`config.mk`:
```
export PLATFORM = sky130hd
export DESIGN_NAME = smart_status_attribute_report
export DESIGN_NICKNAME = d
export VERILOG_FILES = /design/src/rtl/smart_status_pkg.sv /design/src/rtl/smart_status_attribute_report.sv
export VERILOG_INCLUDE_DIRS = /design/src /design/src/rtl
export SDC_FILE = /design/constraint.sdc
export NUM_CORES = 1
export LEC_CHECK = 0
export BUFFER_PORTS_ARGS = -buffer_cell sky130_fd_sc_hd__buf_2
export CORE_AREA = 10 10 410 412
export DETAILED_ROUTE_END_ITERATION = 8
export DIE_AREA = 0 0 420 422
export GPL_TIMING_DRIVEN = 0
export PLACE_DENSITY = 0.36
export RECOVER_POWER = 25
export REMOVE_ABC_BUFFERS = 1
export SLEW_MARGIN = 5
export SYNTH_ARGS = -nofsm -noshare
export SYNTH_HDL_FRONTEND = slang
export SYNTH_SLANG_ARGS = --single-unit
export TNS_END_PERCENT = 1
```
`constraint.sdc`:
```
create_clock -name core_clk -period 7.5 [get_ports core_clk]
set_input_delay 1.875 -clock core_clk [delete_from_list [all_inputs] [get_ports core_clk]]
set_output_delay 1.875 -clock core_clk [all_outputs]
set_load 0.03 [all_outputs]
```
`src/rtl/smart_status_defines.svh`:
```
`ifndef SMART_STATUS_DEFINES_SVH
`define SMART_STATUS_DEFINES_SVH

// subcommand codes
`define SUB_RETURN_STATUS 8'hda
`define SUB_AUTO_OFFLINE 8'hdb
`define SUB_READ_VALUES 8'hd0

// reliability answers on the cylinder registers
`define CYL_LO_GOOD 8'h4f
`define CYL_HI_GOOD 8'hc2
`define CYL_LO_BAD 8'hf4
`define CYL_HI_BAD 8'h2c

// automatic off-line keys in sector count
`define AUTO_OFF_KEY 8'h00
`define AUTO_ON_KEY 8'hf8

// supported attribute identifiers
`define ID_READ_ERR 8'h01
`define ID_THROUGHPUT 8'h02
`define ID_SPIN_UP 8'h03
`define ID_START_STOP 8'h04
`define ID_REALLOC 8'h05
`define ID_SEEK_ERR 8'h07
`define ID_SEEK_TIME 8'h08
`define ID_POWER_ON 8'h09
`define ID_SPIN_RETRY 8'h0a
`define ID_POWER_CYCLE 8'h0c
`define ID_RETRACT 8'hc0
`define ID_LOAD_CYCLE 8'hc1
`define ID_TEMPERATURE 8'hc2
`define ID_REALLOC_EVENT 8'hc4
`define ID_PENDING 8'hc5
`define ID_OFFLINE_UNC 8'hc6
`define ID_CRC_ERR 8'hc7

// structure layout
`define STRUCT_LAST 9'h1ff
`define REV_LO_OFS 9'h000
`define REV_HI_OFS 9'h001
`define ENTRY_BASE 9'h002
`define ENTRY_END 9'h16a
`define ENTRY_BYTES 4'hc
`define ENTRY_LAST_IDX 4'hb
`define ENTRY_COUNT 5'h1e
`define ENT_ID 4'h0
`define ENT_FLAG_LO 4'h1
`define ENT_FLAG_HI 4'h2
`define ENT_VALUE 4'h3
`define OFL_STATUS_OFS 9'h16a
`define SELFTEST_OFS 9'h16b
`define OFL_TIME_LO_OFS 9'h16c
`define OFL_TIME_HI_OFS 9'h16d
`define SEGMENT_OFS 9'h16e
`define OFL_CAP_OFS 9'h16f
`define MON_CAP_LO_OFS 9'h170
`define MON_CAP_HI_OFS 9'h171
`define ERRLOG_CAP_OFS 9'h172

// fixed contents
`define REV_NUMBER 16'h0010
`define OFL_CAP_VAL 8'h1b
`define MON_CAP_VAL 16'h0003
`define ERRLOG_CAP_VAL 8'h01
`define VALUE_MIN 8'h01
`define VALUE_MAX 8'hfd
`define FLAG_KEEP_MASK 8'h3f

`endif

```
`src/rtl/smart_status_pkg.sv`:
```
package smart_status_pkg;

   typedef enum logic [1:0]
   {
      ST_IDLE = 2'b00,
      ST_EVAL = 2'b01,
      ST_SEND = 2'b10,
      ST_DONE = 2'b11
   } phase_t;

   typedef struct packed
   {
      phase_t phase;
      logic [7:0] sub;
      logic [8:0] ofs;
      logic [4:0] idx;
      logic [3:0] sub_ofs;
      logic [7:0] sum;
      logic auto_en;
      logic busy;
      logic intrq;
      logic [7:0] cyl_lo;
      logic [7:0] cyl_hi;
      logic [7:0] rd_data;
      logic rd_valid;
      logic err;
      logic save_req;
   } state_t;

endpackage : smart_status_pkg

```
`src/rtl/smart_status_attribute_report.sv`:
```
`timescale 1ns/1ps
`include "smart_status_defines.svh"

module smart_status_attribute_report
(
   input wire logic core_clk,
   input wire logic rst,
   input wire logic cmd_valid,
   input wire logic [7:0] cmd_sub,
   input wire logic [7:0] cmd_sector_count,
   input wire logic [29:0][7:0] attr_id,
   input wire logic [29:0][7:0] attr_flags,
   input wire logic [29:0][7:0] attr_value,
   input wire logic [29:0][7:0] attr_threshold,
   input wire logic [29:0] attr_updated,
   input wire logic [6:0] offline_state,
   input wire logic [7:0] selftest_status,
   input wire logic [15:0] offline_seconds,
   input wire logic [7:0] segment_ptr,
   input wire logic intrq_ack,
   output logic busy,
   output logic intrq,
   output logic [7:0] cyl_low,
   output logic [7:0] cyl_high,
   output logic [7:0] data_byte,
   output logic data_valid,
   output logic cmd_error,
   output logic auto_offline_en,
   output logic save_req
);

   smart_status_pkg::state_t s_q;
   smart_status_pkg::state_t s_d;

   logic [29:0] entry_ok;
   logic [29:0] exceeded;
   logic [29:0][7:0] clamped;

   logic [7:0] entry_byte;
   logic [7:0] out_byte;
   logic in_entries;
   logic [15:0] rev_word;
   logic [15:0] mon_word;
   logic key_off;
   logic key_on;

   // -------------------------------------------------------------------
   // per-entry qualification
   // -------------------------------------------------------------------
   genvar g;
   generate
      for (g = 0; g < `ENTRY_COUNT; g = g + 1)
      begin : g_entry
         logic ok;
         logic [7:0] nv;

         // unsupported ids are blanked to an all-zero entry
         always_comb
         begin
            case (attr_id[g])
               `ID_READ_ERR,
               `ID_THROUGHPUT,
               `ID_SPIN_UP,
               `ID_START_STOP,
               `ID_REALLOC,
               `ID_SEEK_ERR,
               `ID_SEEK_TIME,
               `ID_POWER_ON,
               `ID_SPIN_RETRY,
               `ID_POWER_CYCLE,
               `ID_RETRACT,
               `ID_LOAD_CYCLE,
               `ID_TEMPERATURE,
               `ID_REALLOC_EVENT,
               `ID_PENDING,
               `ID_OFFLINE_UNC,
               `ID_CRC_ERR: ok = 1'b1;
               default: ok = 1'b0;
            endcase
         end

         // out-of-range values never reach the host
         always_comb
         begin
            nv = attr_value[g];
            if (nv < `VALUE_MIN)
               nv = `VALUE_MIN;
            else if (nv > `VALUE_MAX)
               nv = `VALUE_MAX;
         end

         assign entry_ok[g] = ok;
         assign clamped[g] = nv;
         // only updated pre-failure entries count; values are normalized
         assign exceeded[g] = ok && attr_updated[g] && attr_flags[g][0] &&
            attr_value[g] <= attr_threshold[g];
      end
   endgenerate

   // -------------------------------------------------------------------
   // byte of the current entry
   // -------------------------------------------------------------------
   always_comb
   begin
      logic [4:0] pick;
      pick = s_q.idx;
      // the cursor steps past the last entry on leaving the entry area
      if (pick >= `ENTRY_COUNT)
         pick = 5'h00;
      entry_byte = 8'h00;
      if (entry_ok[pick])
      begin
         case (s_q.sub_ofs)
            `ENT_ID: entry_byte = attr_id[pick];
            `ENT_FLAG_LO:
               entry_byte = attr_flags[pick] & `FLAG_KEEP_MASK;
            `ENT_FLAG_HI: entry_byte = 8'h00;
            `ENT_VALUE: entry_byte = clamped[pick];
            default: entry_byte = 8'h00;
         endcase
      end
   end

   // -------------------------------------------------------------------
   // structure byte at the current offset
   // -------------------------------------------------------------------
   // literals cannot be part-selected, so the fixed words are staged
   assign rev_word = `REV_NUMBER;
   assign mon_word = `MON_CAP_VAL;
   assign in_entries = s_q.ofs >= `ENTRY_BASE && s_q.ofs < `ENTRY_END;

   always_comb
   begin
      out_byte = 8'h00;
      if (in_entries)
         out_byte = entry_byte;
      else
      begin
         case (s_q.ofs)
            `REV_LO_OFS: out_byte = rev_word[7:0];
            `REV_HI_OFS: out_byte = rev_word[15:8];
            `OFL_STATUS_OFS:
               out_byte = {s_q.auto_en, offline_state};
            `SELFTEST_OFS: out_byte = selftest_status;
            `OFL_TIME_LO_OFS: out_byte = offline_seconds[7:0];
            `OFL_TIME_HI_OFS: out_byte = offline_seconds[15:8];
            `SEGMENT_OFS: out_byte = segment_ptr;
            `OFL_CAP_OFS: out_byte = `OFL_CAP_VAL;
            `MON_CAP_LO_OFS: out_byte = mon_word[7:0];
            `MON_CAP_HI_OFS: out_byte = mon_word[15:8];
            `ERRLOG_CAP_OFS: out_byte = `ERRLOG_CAP_VAL;
            // the sum stops one byte short, so the block adds to zero
            `STRUCT_LAST: out_byte = 8'h00 - s_q.sum;
            default: out_byte = 8'h00;
         endcase
      end
   end

   // -------------------------------------------------------------------
   // sector count keys, read while the command is evaluated
   // -------------------------------------------------------------------
   assign key_off = cmd_sector_count == `AUTO_OFF_KEY;
   assign key_on = cmd_sector_count == `AUTO_ON_KEY;

   // -------------------------------------------------------------------
   // command sequencing
   // -------------------------------------------------------------------
   always_comb
   begin
      s_d = s_q;
      s_d.rd_valid = 1'b0;
      s_d.save_req = 1'b0;
      if (intrq_ack)
         s_d.intrq = 1'b0;
      case (s_q.phase)
         smart_status_pkg::ST_IDLE:
         begin
            // commands that arrive while busy are dropped without notice
            if (cmd_valid)
            begin
               s_d.sub = cmd_sub;
               s_d.busy = 1'b1;
               s_d.intrq = 1'b0;
               s_d.err = 1'b0;
               s_d.ofs = 9'h000;
               s_d.idx = 5'h00;
               s_d.sub_ofs = 4'h0;
               s_d.sum = 8'h00;
               s_d.phase = smart_status_pkg::ST_EVAL;
            end
         end
         smart_status_pkg::ST_EVAL:
         begin
            s_d.phase = smart_status_pkg::ST_DONE;
            case (s_q.sub)
               `SUB_RETURN_STATUS:
               begin
                  // save is pulsed in the same cycle that the compare result is loaded
                  s_d.save_req = 1'b1;
                  // the answer holds until the next status command
                  if (|exceeded)
                  begin
                     s_d.cyl_lo = `CYL_LO_BAD;
                     s_d.cyl_hi = `CYL_HI_BAD;
                  end
                  else
                  begin
                     s_d.cyl_lo = `CYL_LO_GOOD;
                     s_d.cyl_hi = `CYL_HI_GOOD;
                  end
               end
               `SUB_AUTO_OFFLINE:
               begin
                  if (key_off)
                     s_d.auto_en = 1'b0;
                  else if (key_on)
                     s_d.auto_en = 1'b1;
                  // other keys leave the feature alone and only flag
                  else
                     s_d.err = 1'b1;
               end
               `SUB_READ_VALUES: s_d.phase = smart_status_pkg::ST_SEND;
               default: s_d.err = 1'b1;
            endcase
         end
         smart_status_pkg::ST_SEND:
         begin
            s_d.rd_data = out_byte;
            s_d.rd_valid = 1'b1;
            s_d.sum = s_q.sum + out_byte;
            // wraps after the checksum byte, when the phase moves on anyway
            s_d.ofs = s_q.ofs + 9'h001;
            if (in_entries)
            begin
               if (s_q.sub_ofs == `ENTRY_LAST_IDX)
               begin
                  s_d.sub_ofs = 4'h0;
                  s_d.idx = s_q.idx + 5'h01;
               end
               else
                  s_d.sub_ofs = s_q.sub_ofs + 4'h1;
            end
            if (s_q.ofs == `STRUCT_LAST)
               s_d.phase = smart_status_pkg::ST_DONE;
         end
         smart_status_pkg::ST_DONE:
         begin
            s_d.busy = 1'b0;
            // assigned after the acknowledge clear, so the set wins
            s_d.intrq = 1'b1;
            s_d.phase = smart_status_pkg::ST_IDLE;
         end
         default: s_d.phase = smart_status_pkg::ST_IDLE;
      endcase
   end

   // -------------------------------------------------------------------
   // state register
   // -------------------------------------------------------------------
   // the feature state clears too; it is not kept across a reset
   always_ff @(posedge core_clk or posedge rst)
   begin
      if (rst)
         s_q <= '0;
      else
         s_q <= s_d;
   end

   // -------------------------------------------------------------------
   // registered outputs
   // -------------------------------------------------------------------
   // power-event saving is left to the store owner; disable gates nothing
   // here
   assign busy = s_q.busy;
   assign intrq = s_q.intrq;
   assign cyl_low = s_q.cyl_lo;
   assign cyl_high = s_q.cyl_hi;
   assign data_byte = s_q.rd_data;
   assign data_valid = s_q.rd_valid;
   assign cmd_error = s_q.err;
   assign auto_offline_en = s_q.auto_en;
   assign save_req = s_q.save_req;

endmodule : smart_status_attribute_report

```
==> run metrics <==
clk sink count 53; PD cells 204 nW/um^2; Pleak 12.8 nW; fin util 17.2%; crit path max fanout 53; total grt overflow 0; Setup Skew 0.0114 ns; Boundary Pins 1079; initial antenna violation count 134; Synth Area per Inst 6.95 um^2; Core Region 160000 um^2; Mapped Area 19200 um^2; hold_ws 0.499 ns; vias in the first global route 26.9k; Slew Viols, Final 54; # fillers 18.6k; critical path class flip-flop to flip-flop; crit path cell chain buf_16 -> inv_12 -> buf_16 -> ha_2 -> and3_1 -> or2_4 -> a211oi_1 -> a311oi_1 -> a211oi_2 -> or4_1 -> a21oi_2 -> inv_1 -> ha_1 -> nand3_1 -> nand2_1 -> a21o_1 -> a21o_1 -> a21o_2 -> a21o_2 -> and3_4 -> mux2_4 -> a211oi_2 -> mux2i_1; slowest CP cell a311oi_1; Layout area overhead 43.6%; site row count 147; worst hold start s_q[37]$_DFFE_PP0P_; r2r endpoint s_q[37]$_DFFE_PP0P_; gpl congestion 0.906; Worst setup EP type flip-flop; TritonCTS Buffers 5; status finished, violations left; Worst Path Required 7.73 ns; WP data arrival 7.52 ns; crit path launch type flip-flop; WL per Instance 32.1 um; die height 422 um; DRC violations left 0; Post-synth ARST share 100%; Initial Util 12.0%; Detail Route Antenna Nets 0; layout cells sized above 1 32.1%; VDD IR-drop max 0.121 mV; Net count, final 4996; Bufs on Longest Clock Path 2; Tmin final 7.28 ns; final wirelength 188000 um; Vias 27.5k; worst hold path cell count 1; Seq/Total Area, Yosys 6.92%; post-route setup TNS 0 ns; Reg2Reg Launch Point s_q[42]$_DFFE_PP0P_; Max-slew headroom -80.3%; RSZ-0062 raised after global routing no; endpoints failing setup 0; DRT iter0 DRCs 2686; H-tree depth 2; maximum clock frequency 0.137 GHz; Worst-Margin Slew 2.69 ns; #FFs+latches synth 53; max_cap viols 1; drt pass-1 iters 6; # hold bufs at CTS 0; Hold Path Class flip-flop to flip-flop; die width 420 um; largest net degree at the start of global routing 73; GRT Total Usage 19.9%; IO Port Bufs 1016; WP buf/inv 4; synth warn 0; CTS tree done; final period utilization 97.1%; first-pass GRT wire length 244000 um; synthesized instance count 2756; DIE AREA 177000 um^2; final hold vios 0; Vias/cell 4.69; Cell variety after synth 103; R2R cell count 23; Largest stage delay, worst path 0.69 ns; clk slew on worst S/H paths 0.08 ns; root buffer cell clkbuf_16; DP Wirelength 164000 um; Hold EP s_q[37]$_DFFE_PP0P_; top_reg_cell synth dfrtp_1; EDFF count, synth 0; Clock Latency Late Sink 0.31 ns; FF-to-FF setup slack 0.22 ns; failing checks max-capacitance violations, max-slew violations; Top Family by Delay on Critical Path compound AO/OA/AOI/OAI gates
==> through the flow <==
| step | cell area, um^2 | power (mW) | setup WS [ns] | std cells |
|---|---|---|---|---|
| after floorplan | 18300 | 2.66 | -1.93 | 2605 |
| after global placement | 25900 | 5.03 | -12.61 | 5707 |
| after detailed placement | 26800 | 5.19 | -1.34 | 5740 |
| after global routing | 27500 | 5.93 | 0.0268 | 5839 |
| final | 27500 | 5.60 | 0.217 | 5861 |
| after CTS | 27200 | 5.60 | 0.0378 | 5766 |
==> how the worst max path moves through the flow <==
stage	start	to	slack, ns	depth (start not counted)
after floorplan	s_q[42]$_DFFE_PP0P_	s_q[37]$_DFFE_PP0P_	-1.93	23
after global placement	s_q[42]$_DFFE_PP0P_	s_q[37]$_DFFE_PP0P_	-12.61	23
after detailed placement	s_q[42]$_DFFE_PP0P_	s_q[37]$_DFFE_PP0P_	-1.34	26
after CTS	s_q[42]$_DFFE_PP0P_	s_q[37]$_DFFE_PP0P_	0.04	27
after global routing	s_q[42]$_DFFE_PP0P_	s_q[37]$_DFFE_PP0P_	0.03	27
final	s_q[42]$_DFFE_PP0P_	s_q[37]$_DFFE_PP0P_	0.22	23
==> registers in the layout, indices dropped and copies added, names as in the netlist <==
name,flops
auto_offline_en,1
busy,1
cmd_error,1
cyl_low,3
data_byte,8
data_valid,1
intrq,1
s_q,36
save_req,1
==> cells by family (layout without fill, tap and decap cells) <==
| logic type | after synthesis | in the layout | share of synthesized area (%) |
|---|---|---|---|
| flops | 53 | 53 | 6.92 |
| other cells | 1 | 93 | 0.0196 |
| compound gates | 892 | 892 | 31.5 |
| xor+xnor | 20 | 20 | 0.914 |
| buf+inv | 433 | 1357 | 10.2 |
| simple gates | 999 | 1002 | 27.6 |
| fa+ha+maj | 264 | 264 | 17.3 |
| mux | 94 | 94 | 5.61 |
==> cell usage after synthesis (all sizes together) (23+ instances only) <==
cell type / number / share of area [%]
o21ai: 144 / 3.8
nor3: 75 / 2.0
mux2i: 71 / 3.7
nand2b: 36 / 1.2
nor2: 127 / 2.6
nor2b: 65 / 2.1
nand3: 179 / 4.7
a31oi: 30 / 0.98
buf: 114 / 3.9
o21a: 43 / 1.7
a22oi: 57 / 2.2
nor4: 42 / 1.5
a211oi: 32 / 1.3
a21oi: 252 / 6.6
dfrtp: 53 / 6.9
ha: 263 / 17
clkbuf: 36 / 0.76
nand4: 71 / 2.3
a21o: 55 / 2.2
o22ai: 34 / 1.1
nand2: 233 / 4.6
and4: 30 / 1.4
o211ai: 31 / 1.2
inv: 281 / 5.5
o221ai: 23 / 1.1
a221oi: 23 / 1.1
nand3b: 25 / 0.98
and3: 51 / 1.7
==> cell usage in the layout (no fill, tap or decap), types with 65 or more instances in the layout <==
cell type,Yosys,final
buf_2,60,1015
inv_1,279,278
ha_1,263,262
a21oi_1,250,250
nand2_1,231,229
nand3_1,179,179
o21ai_0,134,131
nor2_1,123,119
diode_2,0,91
nor3_1,75,74
mux2i_1,71,71
nand4_1,71,71
nor2b_1,65,65
==> where the power goes <==
| part | internal (mW) | leakage (nW) | switching, mW |
|---|---|---|---|
| sequential | 0.387 | 0.683 | 0.131 |
| combinational | 1.55 | 12.0 | 3.28 |
| clock | 0.129 | 0.0769 | 0.128 |
| total | 2.07 | 12.8 | 3.53 |
==> what timing repair did <==
item	4_1_cts	5_1_grt
buffers inserted	15	3
setup endpoints to repair	6	1
gates cloned	3	1
endpoints found under the hold margin	0	0
pin swaps	8	4
resized for setup	15	4
==> layer usage <==
metal / vias up / GRT usage [%] / share of wire [%]
met4: 58 / 7.89 / 3.8
met2: 1400 / 34.6 / 49
li1: 12400 / - / -
met5: - / 0 / 0.18
met1: 13400 / 23.9 / 40
met3: 266 / 3.78 / 7.0
==> area by class of cell <==
| type | count | area (um^2) | area share [%] |
|---|---|---|---|
| clock buffer | 5 | 125 | 0.455 |
| timing repair buffer | 1068 | 5980 | 21.8 |
| sequential | 53 | 1330 | 4.85 |
| multi-input combinational | 2274 | 16100 | 58.6 |
| antenna | 91 | 228 | 0.828 |
| clock inverter | 3 | 28.8 | 0.105 |
| tap | 2086 | 2610 | 9.49 |
| inverter | 281 | 1070 | 3.88 |
No activity file was read; power rests on OpenSTA's default activity.
